===== src/verilog/cms_pkg.sv =====
// Shared definitions for the move, branch, call, stack and system execute block.
// Assumes the fetch stage has already decoded opcodes into the operation codes below.
package cms_pkg;

	// Decoded operation handed over by the fetch and decode stage
	typedef enum logic [5:0] {
		OP_MOVE_WORD_BYTE,
		OP_MOVE_BYTE_SIGN_EXT,
		OP_MOVE_BYTE_ZERO_EXT,
		OP_JUMP_ABS_COND,
		OP_JUMP_IND_COND,
		OP_JUMP_REL_COND,
		OP_JUMP_FAR_SEGMENT,
		OP_JUMP_BIT_SET,
		OP_JUMP_BIT_CLEAR,
		OP_JUMP_TEST_CLEAR,
		OP_JUMP_TEST_SET,
		OP_CALL_ABS_COND,
		OP_CALL_IND_COND,
		OP_CALL_REL_COND,
		OP_CALL_FAR_SEGMENT,
		OP_PUSH_THEN_CALL,
		OP_TRAP_CALL,
		OP_STACK_PUSH,
		OP_STACK_POP,
		OP_CONTEXT_SWAP,
		OP_RETURN_NEAR,
		OP_RETURN_FAR,
		OP_RETURN_AND_RESTORE,
		OP_RETURN_FROM_ISR,
		OP_SOFTWARE_RESET_OP,
		OP_IDLE_ENTRY_OP,
		OP_POWER_DOWN_OP,
		OP_WATCHDOG_SERVICE_OP,
		OP_WATCHDOG_DISABLE_OP,
		OP_INIT_DONE_OP,
		OP_SEQ_START_A,
		OP_EXT_REGISTER_SEQ,
		OP_EXT_PAGE_SEQ,
		OP_EXT_SEGMENT_SEQ,
		OP_NO_OPERATION
	} cms_op_e;

	// Sequencer states, one-hot
	typedef enum logic [3:0] {
		ST_READY = 4'h1,
		ST_GAP   = 4'h2,
		ST_STEP2 = 4'h4,
		ST_HALT  = 4'h8
	} cms_st_e;

	// Instruction lengths in bytes
	localparam logic [2:0] LEN_SHORT  = 3'h2;
	localparam logic [2:0] LEN_LONG   = 3'h4;
	localparam int         LEN_W      = 3;
	// Byte field layout
	localparam int         BYTE_W     = 8;
	localparam int         BYTE_MSB   = 7;
	// Trap vectors sit four bytes apart
	localparam int         TRAP_SHIFT = 2;
	localparam int         TRAP_W     = 7;
	// Prefix range field, sequence counter and mode pin sync depth
	localparam int         EXTCNT_W   = 2;
	localparam int         SEQ_W      = 3;
	localparam int         SYNC_N     = 3;

endpackage


===== src/verilog/cms_exec.sv =====
// Execute unit for moves, branches, call_far_segment, stack ops, returns, system ops and prefixes.
// Assumes the pipeline decodes opcodes, evaluates conditions and presents the stack top.
// Function
// - Move copies word or byte, 2/4 bytes
// - Byte move sign-extends into upper byte
// - Byte move zero-extends into upper byte
// - Conditional jumps branch only when condition true
// - Far jump loads segment and absolute target
// - Bit jumps branch on set or clear
// - Test-clear jump branches and clears set bit
// - Test-set jump branches and sets clear bit
// - Conditional calls save return, branch when true
// - Far call saves segment and return address
// - Push register first, then absolute call
// - Trap enters vector chosen by trap number
// - Push and pop move register via stack
// - Context swap pushes register, then loads operand
// - Near, far and interrupt returns pop stack
// - Return also restores register from stack
// - Power down only with mode input low
// - Init done releases the reset output pin
// - Page prefix starts explicit-page instruction sequence
// - Segment prefix starts explicit-segment instruction sequence
`timescale 1ns/1ps

module cms_exec
	import cms_pkg::*;
#(
	parameter int DW = 16,
	parameter int SW = 8
) (
	// Clock, reset, enable
	input  wire logic          mclk,
	input  wire logic          rst_b,
	input  wire logic          ce,
	// Decoded instruction from the pipeline
	input  wire logic          instr_valid,
	input  wire cms_op_e       instr_op,
	input  wire logic          long_form,
	input  wire logic          cond_true,
	input  wire logic          byte_op,
	input  wire logic [DW-1:0] src_data,
	input  wire logic          bit_val,
	input  wire logic [DW-1:0] target_addr,
	input  wire logic [SW-1:0] target_seg,
	input  wire logic [DW-1:0] ret_pc,
	input  wire logic [SW-1:0] cur_seg,
	input  wire logic [DW-1:0] reg_old,
	input  wire logic [DW-1:0] stack_data,
	input  wire logic [TRAP_W-1:0] trap_num,
	input  wire logic [EXTCNT_W-1:0] ext_count,
	input  wire logic          ext_with_reg,
	input  wire logic          wake_req,
	// Pin
	input  wire logic          power_down_mode_input,
	// Handshake and length
	output logic               instr_ready_q,
	output logic [LEN_W-1:0]   instr_len_q,
	// Destination write
	output logic               dst_we_q,
	output logic               dst_byte_q,
	output logic [DW-1:0]      dst_data_q,
	// Control transfer
	output logic               branch_q,
	output logic [DW-1:0]      pc_q,
	output logic               seg_load_q,
	output logic [SW-1:0]      seg_q,
	output logic               trap_q,
	// Stack
	output logic               push_q,
	output logic [DW-1:0]      push_data_q,
	output logic               pop_q,
	// Direct bit write-back
	output logic               bit_we_q,
	output logic               bit_data_q,
	// System side effects
	output logic               soft_reset_q,
	output logic               idle_q,
	output logic               power_down_q,
	output logic               wdt_service_q,
	output logic               wdt_disable_q,
	output logic               reset_output_pin_b_q,
	// Prefix sequence state
	output logic               ext_page_q,
	output logic               ext_seg_q,
	output logic               ext_reg_q,
	output logic               seq_start_a_q
);

	typedef struct packed {
		cms_st_e          state;
		logic             ready;
		logic [LEN_W-1:0] len;
		logic             dst_we;
		logic             dst_byte;
		logic [DW-1:0]    dst_data;
		logic             branch;
		logic [DW-1:0]    pc;
		logic             seg_load;
		logic [SW-1:0]    seg;
		logic             trap;
		logic             push;
		logic [DW-1:0]    push_data;
		logic             pop;
		logic             bit_we;
		logic             bit_data;
		logic             soft_reset;
		logic             idle;
		logic             pdown;
		logic             wdt_srv;
		logic             wdt_dis;
		logic             reset_output_pin_b;
		logic             ext_page;
		logic             ext_seg;
		logic             ext_reg;
		logic             seq_start_a;
		logic [SEQ_W-1:0] seq_cnt;
		cms_op_e          lat_op;
		logic [DW-1:0]    lat_ret;
		logic [DW-1:0]    lat_tgt;
		logic [SW-1:0]    lat_seg;
		logic [DW-1:0]    lat_data;
		logic [SYNC_N-1:0] sync;
		logic             mmi_lvl;
	} cms_state_s;

	cms_state_s q;
	cms_state_s n;

	// Length in bytes of each operation; variable forms pick by long_form
	function automatic logic [LEN_W-1:0] op_len(input cms_op_e op, input logic lng);
		logic [LEN_W-1:0] l;
		l = LEN_LONG;
		unique case (op)
			OP_MOVE_WORD_BYTE, OP_MOVE_BYTE_SIGN_EXT, OP_MOVE_BYTE_ZERO_EXT,
			OP_EXT_PAGE_SEQ, OP_EXT_SEGMENT_SEQ:
				l = lng ? LEN_LONG : LEN_SHORT;
			OP_TRAP_CALL, OP_STACK_PUSH, OP_STACK_POP, OP_RETURN_NEAR, OP_RETURN_FAR,
			OP_RETURN_AND_RESTORE, OP_RETURN_FROM_ISR, OP_SEQ_START_A,
			OP_EXT_REGISTER_SEQ, OP_NO_OPERATION:
				l = LEN_SHORT;
			default:
				l = LEN_LONG;
		endcase
		return l;
	endfunction

	// Trap entry address: vectors sit four bytes apart from address zero
	function automatic logic [DW-1:0] trap_vector(input logic [TRAP_W-1:0] num);
		return DW'({num, {TRAP_SHIFT{1'b0}}});
	endfunction

	always_comb begin
		n = q;
		n.dst_we     = 1'b0;
		n.branch     = 1'b0;
		n.seg_load   = 1'b0;
		n.trap       = 1'b0;
		n.push       = 1'b0;
		n.pop        = 1'b0;
		n.bit_we     = 1'b0;
		n.soft_reset = 1'b0;
		n.wdt_srv    = 1'b0;
		n.wdt_dis    = 1'b0;
		// Mode pin counts only once two late sync stages agree
		n.sync = {q.sync[SYNC_N-2:0], power_down_mode_input};
		if (q.sync[SYNC_N-1] == q.sync[SYNC_N-2]) begin
			n.mmi_lvl = q.sync[SYNC_N-1];
		end
		unique case (q.state)
			ST_READY: begin
				if (instr_valid && q.ready) begin
					n.len      = op_len(instr_op, long_form);
					n.lat_op   = instr_op;
					n.lat_ret  = ret_pc;
					n.lat_tgt  = target_addr;
					n.lat_seg  = target_seg;
					n.lat_data = src_data;
					// Prefix scope counts down over the instructions that follow it
					if (q.seq_cnt != '0) begin
						n.seq_cnt = q.seq_cnt - SEQ_W'(1);
						if (q.seq_cnt == SEQ_W'(1)) begin
							n.ext_page = 1'b0;
							n.ext_seg  = 1'b0;
							n.ext_reg  = 1'b0;
							n.seq_start_a   = 1'b0;
						end
					end
					unique case (instr_op)
						OP_MOVE_WORD_BYTE: begin
							n.dst_we   = 1'b1;
							n.dst_byte = byte_op;
							n.dst_data = byte_op ? DW'(src_data[BYTE_MSB:0]) : src_data;
						end
						OP_MOVE_BYTE_SIGN_EXT: begin
							n.dst_we   = 1'b1;
							n.dst_byte = 1'b0;
							n.dst_data = {{(DW-BYTE_W){src_data[BYTE_MSB]}},
								src_data[BYTE_MSB:0]};
						end
						OP_MOVE_BYTE_ZERO_EXT: begin
							n.dst_we   = 1'b1;
							n.dst_byte = 1'b0;
							n.dst_data = {{(DW-BYTE_W){1'b0}}, src_data[BYTE_MSB:0]};
						end
						OP_JUMP_ABS_COND, OP_JUMP_IND_COND, OP_JUMP_REL_COND: begin
							n.branch = cond_true;
							n.pc     = target_addr;
						end
						OP_JUMP_FAR_SEGMENT: begin
							n.branch   = 1'b1;
							n.pc       = target_addr;
							n.seg_load = 1'b1;
							n.seg      = target_seg;
						end
						OP_JUMP_BIT_SET, OP_JUMP_BIT_CLEAR: begin
							n.branch = bit_val ^ (instr_op == OP_JUMP_BIT_CLEAR);
							n.pc     = target_addr;
						end
						OP_JUMP_TEST_CLEAR: begin
							// Branch and clear land in the same cycle so nothing slips between
							n.branch   = bit_val;
							n.bit_we   = bit_val;
							n.bit_data = 1'b0;
							n.pc       = target_addr;
						end
						OP_JUMP_TEST_SET: begin
							n.branch   = !bit_val;
							n.bit_we   = !bit_val;
							n.bit_data = 1'b1;
							n.pc       = target_addr;
						end
						OP_CALL_ABS_COND, OP_CALL_IND_COND, OP_CALL_REL_COND: begin
							n.push      = cond_true;
							n.push_data = ret_pc;
							n.branch    = cond_true;
							n.pc        = target_addr;
						end
						OP_CALL_FAR_SEGMENT: begin
							n.push      = 1'b1;
							n.push_data = DW'(cur_seg);
							n.state     = ST_GAP;
						end
						OP_PUSH_THEN_CALL, OP_CONTEXT_SWAP: begin
							n.push      = 1'b1;
							n.push_data = reg_old;
							n.state     = ST_GAP;
						end
						OP_TRAP_CALL: begin
							n.trap      = 1'b1;
							n.push      = 1'b1;
							n.push_data = ret_pc;
							n.branch    = 1'b1;
							n.pc        = trap_vector(trap_num);
						end
						OP_STACK_PUSH: begin
							n.push      = 1'b1;
							n.push_data = reg_old;
						end
						OP_STACK_POP: begin
							n.pop      = 1'b1;
							n.dst_we   = 1'b1;
							n.dst_byte = 1'b0;
							n.dst_data = stack_data;
						end
						OP_RETURN_NEAR: begin
							n.pop    = 1'b1;
							n.branch = 1'b1;
							n.pc     = stack_data;
						end
						OP_RETURN_FAR, OP_RETURN_FROM_ISR, OP_RETURN_AND_RESTORE: begin
							n.pop    = 1'b1;
							n.branch = 1'b1;
							n.pc     = stack_data;
							n.state  = ST_GAP;
						end
						OP_SOFTWARE_RESET_OP: n.soft_reset = 1'b1;
						OP_IDLE_ENTRY_OP: begin
							n.idle  = 1'b1;
							n.state = ST_HALT;
						end
						OP_POWER_DOWN_OP: begin
							// With the mode pin high the op falls through as a no-op
							if (!q.mmi_lvl) begin
								n.pdown = 1'b1;
								n.state = ST_HALT;
							end
						end
						OP_WATCHDOG_SERVICE_OP: n.wdt_srv = 1'b1;
						OP_WATCHDOG_DISABLE_OP: n.wdt_dis = 1'b1;
						OP_INIT_DONE_OP: n.reset_output_pin_b = 1'b1;
						OP_SEQ_START_A: begin
							n.seq_start_a  = 1'b1;
							n.seq_cnt = SEQ_W'(ext_count) + SEQ_W'(1);
						end
						OP_EXT_REGISTER_SEQ: begin
							n.ext_reg = 1'b1;
							n.seq_cnt = SEQ_W'(ext_count) + SEQ_W'(1);
						end
						OP_EXT_PAGE_SEQ: begin
							n.ext_page = 1'b1;
							n.ext_seg  = 1'b0;
							n.ext_reg  = ext_with_reg;
							n.seq_cnt  = SEQ_W'(ext_count) + SEQ_W'(1);
						end
						OP_EXT_SEGMENT_SEQ: begin
							n.ext_seg  = 1'b1;
							n.ext_page = 1'b0;
							n.ext_reg  = ext_with_reg;
							n.seq_cnt  = SEQ_W'(ext_count) + SEQ_W'(1);
						end
						OP_NO_OPERATION: n.len = LEN_SHORT;
						default: n.len = op_len(instr_op, long_form);
					endcase
				end
			end
			// One spare cycle so the partner can act on the first push or pop
			ST_GAP: n.state = ST_STEP2;
			ST_STEP2: begin
				n.state = ST_READY;
				unique case (q.lat_op)
					OP_CALL_FAR_SEGMENT, OP_PUSH_THEN_CALL: begin
						n.push      = 1'b1;
						n.push_data = q.lat_ret;
						n.branch    = 1'b1;
						n.pc        = q.lat_tgt;
						n.seg_load  = (q.lat_op == OP_CALL_FAR_SEGMENT);
						n.seg       = q.lat_seg;
					end
					OP_CONTEXT_SWAP: begin
						n.dst_we   = 1'b1;
						n.dst_byte = 1'b0;
						n.dst_data = q.lat_data;
					end
					OP_RETURN_FAR, OP_RETURN_FROM_ISR: begin
						n.pop      = 1'b1;
						n.seg_load = 1'b1;
						n.seg      = stack_data[SW-1:0];
					end
					OP_RETURN_AND_RESTORE: begin
						n.pop      = 1'b1;
						n.dst_we   = 1'b1;
						n.dst_byte = 1'b0;
						n.dst_data = stack_data;
					end
					default: n.state = ST_READY;
				endcase
			end
			ST_HALT: begin
				// Power down leaves only through reset
				if (q.idle && wake_req) begin
					n.idle  = 1'b0;
					n.state = ST_READY;
				end
			end
			default: n.state = ST_READY;
		endcase
		n.ready = (n.state == ST_READY);
	end

	// Enable gates reset too, so a frozen block keeps every bit
	always_ff @(posedge mclk) begin
		if (ce) begin
			if (!rst_b) begin
				q          <= '0;
				q.state    <= ST_READY;
				q.ready    <= 1'b1;
				q.len      <= LEN_SHORT;
				q.lat_op   <= OP_NO_OPERATION;
				q.sync     <= '1;
				q.mmi_lvl  <= 1'b1;
			end else begin
				q <= n;
			end
		end
	end

	assign instr_ready_q        = q.ready;
	assign instr_len_q          = q.len;
	assign dst_we_q             = q.dst_we;
	assign dst_byte_q           = q.dst_byte;
	assign dst_data_q           = q.dst_data;
	assign branch_q             = q.branch;
	assign pc_q                 = q.pc;
	assign seg_load_q           = q.seg_load;
	assign seg_q                = q.seg;
	assign trap_q               = q.trap;
	assign push_q               = q.push;
	assign push_data_q          = q.push_data;
	assign pop_q                = q.pop;
	assign bit_we_q             = q.bit_we;
	assign bit_data_q           = q.bit_data;
	assign soft_reset_q         = q.soft_reset;
	assign idle_q               = q.idle;
	assign power_down_q         = q.pdown;
	assign wdt_service_q        = q.wdt_srv;
	assign wdt_disable_q        = q.wdt_dis;
	assign reset_output_pin_b_q = q.reset_output_pin_b;
	assign ext_page_q           = q.ext_page;
	assign ext_seg_q            = q.ext_seg;
	assign ext_reg_q            = q.ext_reg;
	assign seq_start_a_q             = q.seq_start_a;

	logic take;
	assign take = instr_valid && instr_ready_q && ce;
endmodule


===== config.mk =====
export PLATFORM = sky130hd
export DESIGN_NAME = cms_exec
export DESIGN_NICKNAME = d
export VERILOG_FILES = /design/src/verilog/cms_pkg.sv /design/src/verilog/cms_exec.sv
export SDC_FILE = /design/constraint.sdc
export NUM_CORES = 1
export LEC_CHECK = 0
export ABC_AREA = 1
export BUFFER_PORTS_ARGS = -buffer_cell sky130_fd_sc_hd__buf_4
export CORE_UTILIZATION = 50
export CTS_BUF_LIST = sky130_fd_sc_hd__clkbuf_4 sky130_fd_sc_hd__clkbuf_8 sky130_fd_sc_hd__clkbuf_16
export CTS_CLUSTER_DIAMETER = 200
export DETAILED_ROUTE_END_ITERATION = 8
export PLACE_DENSITY = 0.78
export SLEW_MARGIN = 15
export SYNTH_ARGS = -nofsm -noshare
export SYNTH_HDL_FRONTEND = slang
export SYNTH_SLANG_ARGS = --single-unit

===== constraint.sdc =====
create_clock -name mclk -period 2.94 [get_ports mclk]
set_clock_uncertainty 0.15 [all_clocks]
set_input_delay 0.294 -clock mclk [delete_from_list [all_inputs] [get_ports mclk]]
set_output_delay 0.294 -clock mclk [all_outputs]
set_load 0.02 [all_outputs]

==> results.md <==
- I/O pin cnt: between 200 and 250
- Port bufs: 199
- Gr ovfl total: 0
- Comb power frac: 0.118
- Total core area: 17400 um2
- Main combinational cell family by area after synthesis: simple AND/OR/NAND/NOR gates
- Required @ worst endpoint: 2950 ps
- Status: completed
- Met3 Use GR: 0.0561
- Met2 global-route usage: 0.442
- GRT busiest layer: met2
- Number of global-route vias before repair: between 7000 and 8000
- Crit. End Element: flop
- Htree depth: 4
- Max-slew violations: 0
- DRC: 0
- Mux contribution to synthesized area: 0
- Antenna Cells: 0
- Most common cell after layout, fill and taps aside: nand2_1
- Dpl hpwl: about 18000 um
- FF+latch count, synth: 151
- Setup_tns: 0 ps
- Highest-count cells in the layout ignoring fill and taps: 281 x nand2_1, 223 x buf_4, 170 x nor2_1
- Simple-gate share of the synthesized area: 0.290
- Unrepaired setup endpoints after global routing: no
- Clk pin slew, worst setup/hold paths: roughly 60 ps
- Antenna violations before repair: 0
- Layout cells sized above 1: 0.240
- Reg power frac: 0.473
- CP Launch Type: flop
- Critical path type: reg2reg
- Die Height: around 140 um
- GR Layer Usage met1: 0.387
- Achievable frequency: 403 MHz
- CTS root buf: clkbuf_16
- Util after Layout: 0.627
- Final Power: about 5.3 mW
- Net Sw Frac: 0.250
- Hold Vio Cnt, Final: 0
- Syn Inst Count: between 1000 and 1500
- Std cell rows: 48
- Sw power: 1.32 mW
- Post-route ant nets: 0
- Slew @ Worst Pin: 648 ps
- Syn Nets: 1219
- Worst skew pair latency: 420 ps
- Setup Viol. Count Final: 0
- CP cell instances: nor2_1 -> nand3_2 -> nor2_1 -> inv_1 -> o21ai_0 -> nor2_1 -> o211ai_1 -> inv_1 -> buf_4
- Placed Area: 10300 um2
- Per-cell routed wire length: 17.0 um
- Syn Area/Cell: 8.16 um2
- Via count: about 8100
- WP buf/inv: 3
- CTS tree: yes
- Period minus WS final: between 2000 and 2500 ps
- Largest net degree at the start of global routing: 65
- Reg2Reg Setup Slack: 460 ps
- 1st-iter DRT viols: 828
- Compound-cell area share of the yosys netlist: 0.0728
- First-pass DRT Iterations: 6
- Critical Path Most Common Cell: nor2_1
- Total CTS buffers: 17
- Die Wd: 136 um
- Final WL: 25100 um
- Critical path's top delay family: simple AND/OR/NAND/NOR gates
- Hold Crit Class: in2reg
- PwrDens: 484 nW/um2
- Adder-Cell Fraction of Synth Area: 0.00561
- Critical Path AT: 2490 ps
- Vias per cell: 5.47
- Synthesized area: 8920 um2
- Xor-xnor portion of the synthesized cell area: 0.000982
- Netlist cell types: 40
- Area growth from synthesis to layout: 22.1%
- Final worst-path cycle share: 0.844
- GP Congestion: approximately 0.94
- CTS Buffer Depth: 2
- Synth top area share: 0.509
- Int Pwr: a little under 4 mW
- Crit-path max FO: 16
- Layout net count: 1368
- Starting density of the core: 0.514
- CP max stage delay: 420 ps
- VDD IR max: 0.408 mV
- Max-cap violation count: 0
- Slowest CP cell: edfxtp_1
- Part of the Yosys area used for sequential elements: 0.509
- Final Cell Area: 10900 um2
- First-pass GRT wire length: 39100 um
- Lkg Pwr: 4.67 nW
- DIE AREA: 18400 um2
- Total global-route track usage: 0.280
- Largest area contributor in the netlist: edfxtp_1
- Clock Sinks: around 150
- Clk pwr share: 0.409
- Slew Limit Headroom: 0.566
- Synthesis Warnings: 0
- Top cells by area, synth: edfxtp_1 51%, nand2_1 12%, nor2_1 7.2%
- Final hold slack: roughly 30 ps
## Yosys cell counts
library cell,n
xnor2_1,1
buf_4,63
nor2_4,6
buf_6,1
edfxtp_1,151
ha_1,4
nand3_2,3
nand2_1,281
nor2_2,6
o22ai_1,6
a21oi_1,51
a211oi_1,1
nor2_8,1
nand3_4,1
o21ai_4,1
nor2_1,171
nor4_1,1
o211ai_1,7
a22oi_1,1
inv_1,110
a21oi_2,1
nand2_2,7
o21ai_0,28
buf_2,13
or2_2,5
inv_2,8
clkinv_2,1
nand4_1,14
conb_1,1
clkinv_1,4
nor3_1,15
a31oi_1,13
a41oi_1,1
o21a_1,1
clkbuf_1,19
o21ai_1,2
nand3_1,90
a21oi_4,1
nor3_2,1
nor3b_2,1
## cells by family after synthesis
group / count (synthesis)
other: 1
AO/OA/AOI/OAI: 114
XOR/XNOR: 1
AND/OR/NAND/NOR: 603
buffers and inverters: 219
adder cells (fa/ha/maj): 4
flip-flops: 151
## flip-flops by register name, summed over array words and instances, names as in the netlist, 2 cells and up
name         flops
dst_data_q      16
instr_len_q      2
n                2
pc_q            16
push_data_q     16
q               71
seg_q            8
## area by class of cell
class | count | area [um2]
multi-input cells | 723 | 3300
well taps | 225 | 282
repair buffers | 226 | 1720
clock inverters | 15 | 153
fillers | 1527 | 6470
inverters | 123 | 463
clock buffers | 17 | 425
flip-flops and latches | 151 | 4530
## power groups by stage
| stage | logic [mW] | clock network, mW | registers (mW) |
|---|---|---|---|
| 2_1_floorplan | 0.314 | 0 | 2.54 |
| 3_3_place_gp | 0.606 | 0 | 2.54 |
| 3_5_place_dp | 0.610 | 0 | 2.54 |
| 4_1_cts | 0.614 | 2.17 | 2.49 |
| 5_1_grt | 0.668 | 2.25 | 2.50 |
| 6_report | 0.620 | 2.16 | 2.49 |
## routing by layer
layer | wire length, um | part of all wire
met5 | 0 | 0
met4 | 650 | 0.026
met3 | 2740 | 0.11
met2 | 11600 | 0.46
met1 | 10100 | 0.40
## per-stage QoR
step           cells  setup WS (ps)
2_1_floorplan   1093           34.9
3_3_place_gp    1447            525
3_5_place_dp    1447            537
4_1_cts         1480            507
5_1_grt         1480            299
6_report        1480            458
## what timing repair did
item,CTS,global route
hold endpoints to repair,1,0
hold buffers,1,0
gates resized for setup,0,0
buffers inserted,0,0
## final timing paths
check | start | end | cells past startpoint
setup / recovery | q[150] | pc_q[11] | 9
hold reg to reg | n[2] | n[3] | 1
hold / removal | ext_count[0] | q[66] | 2
setup reg to reg | q[150] | pc_q[11] | 9
Power figures use the tool's default switching activity.
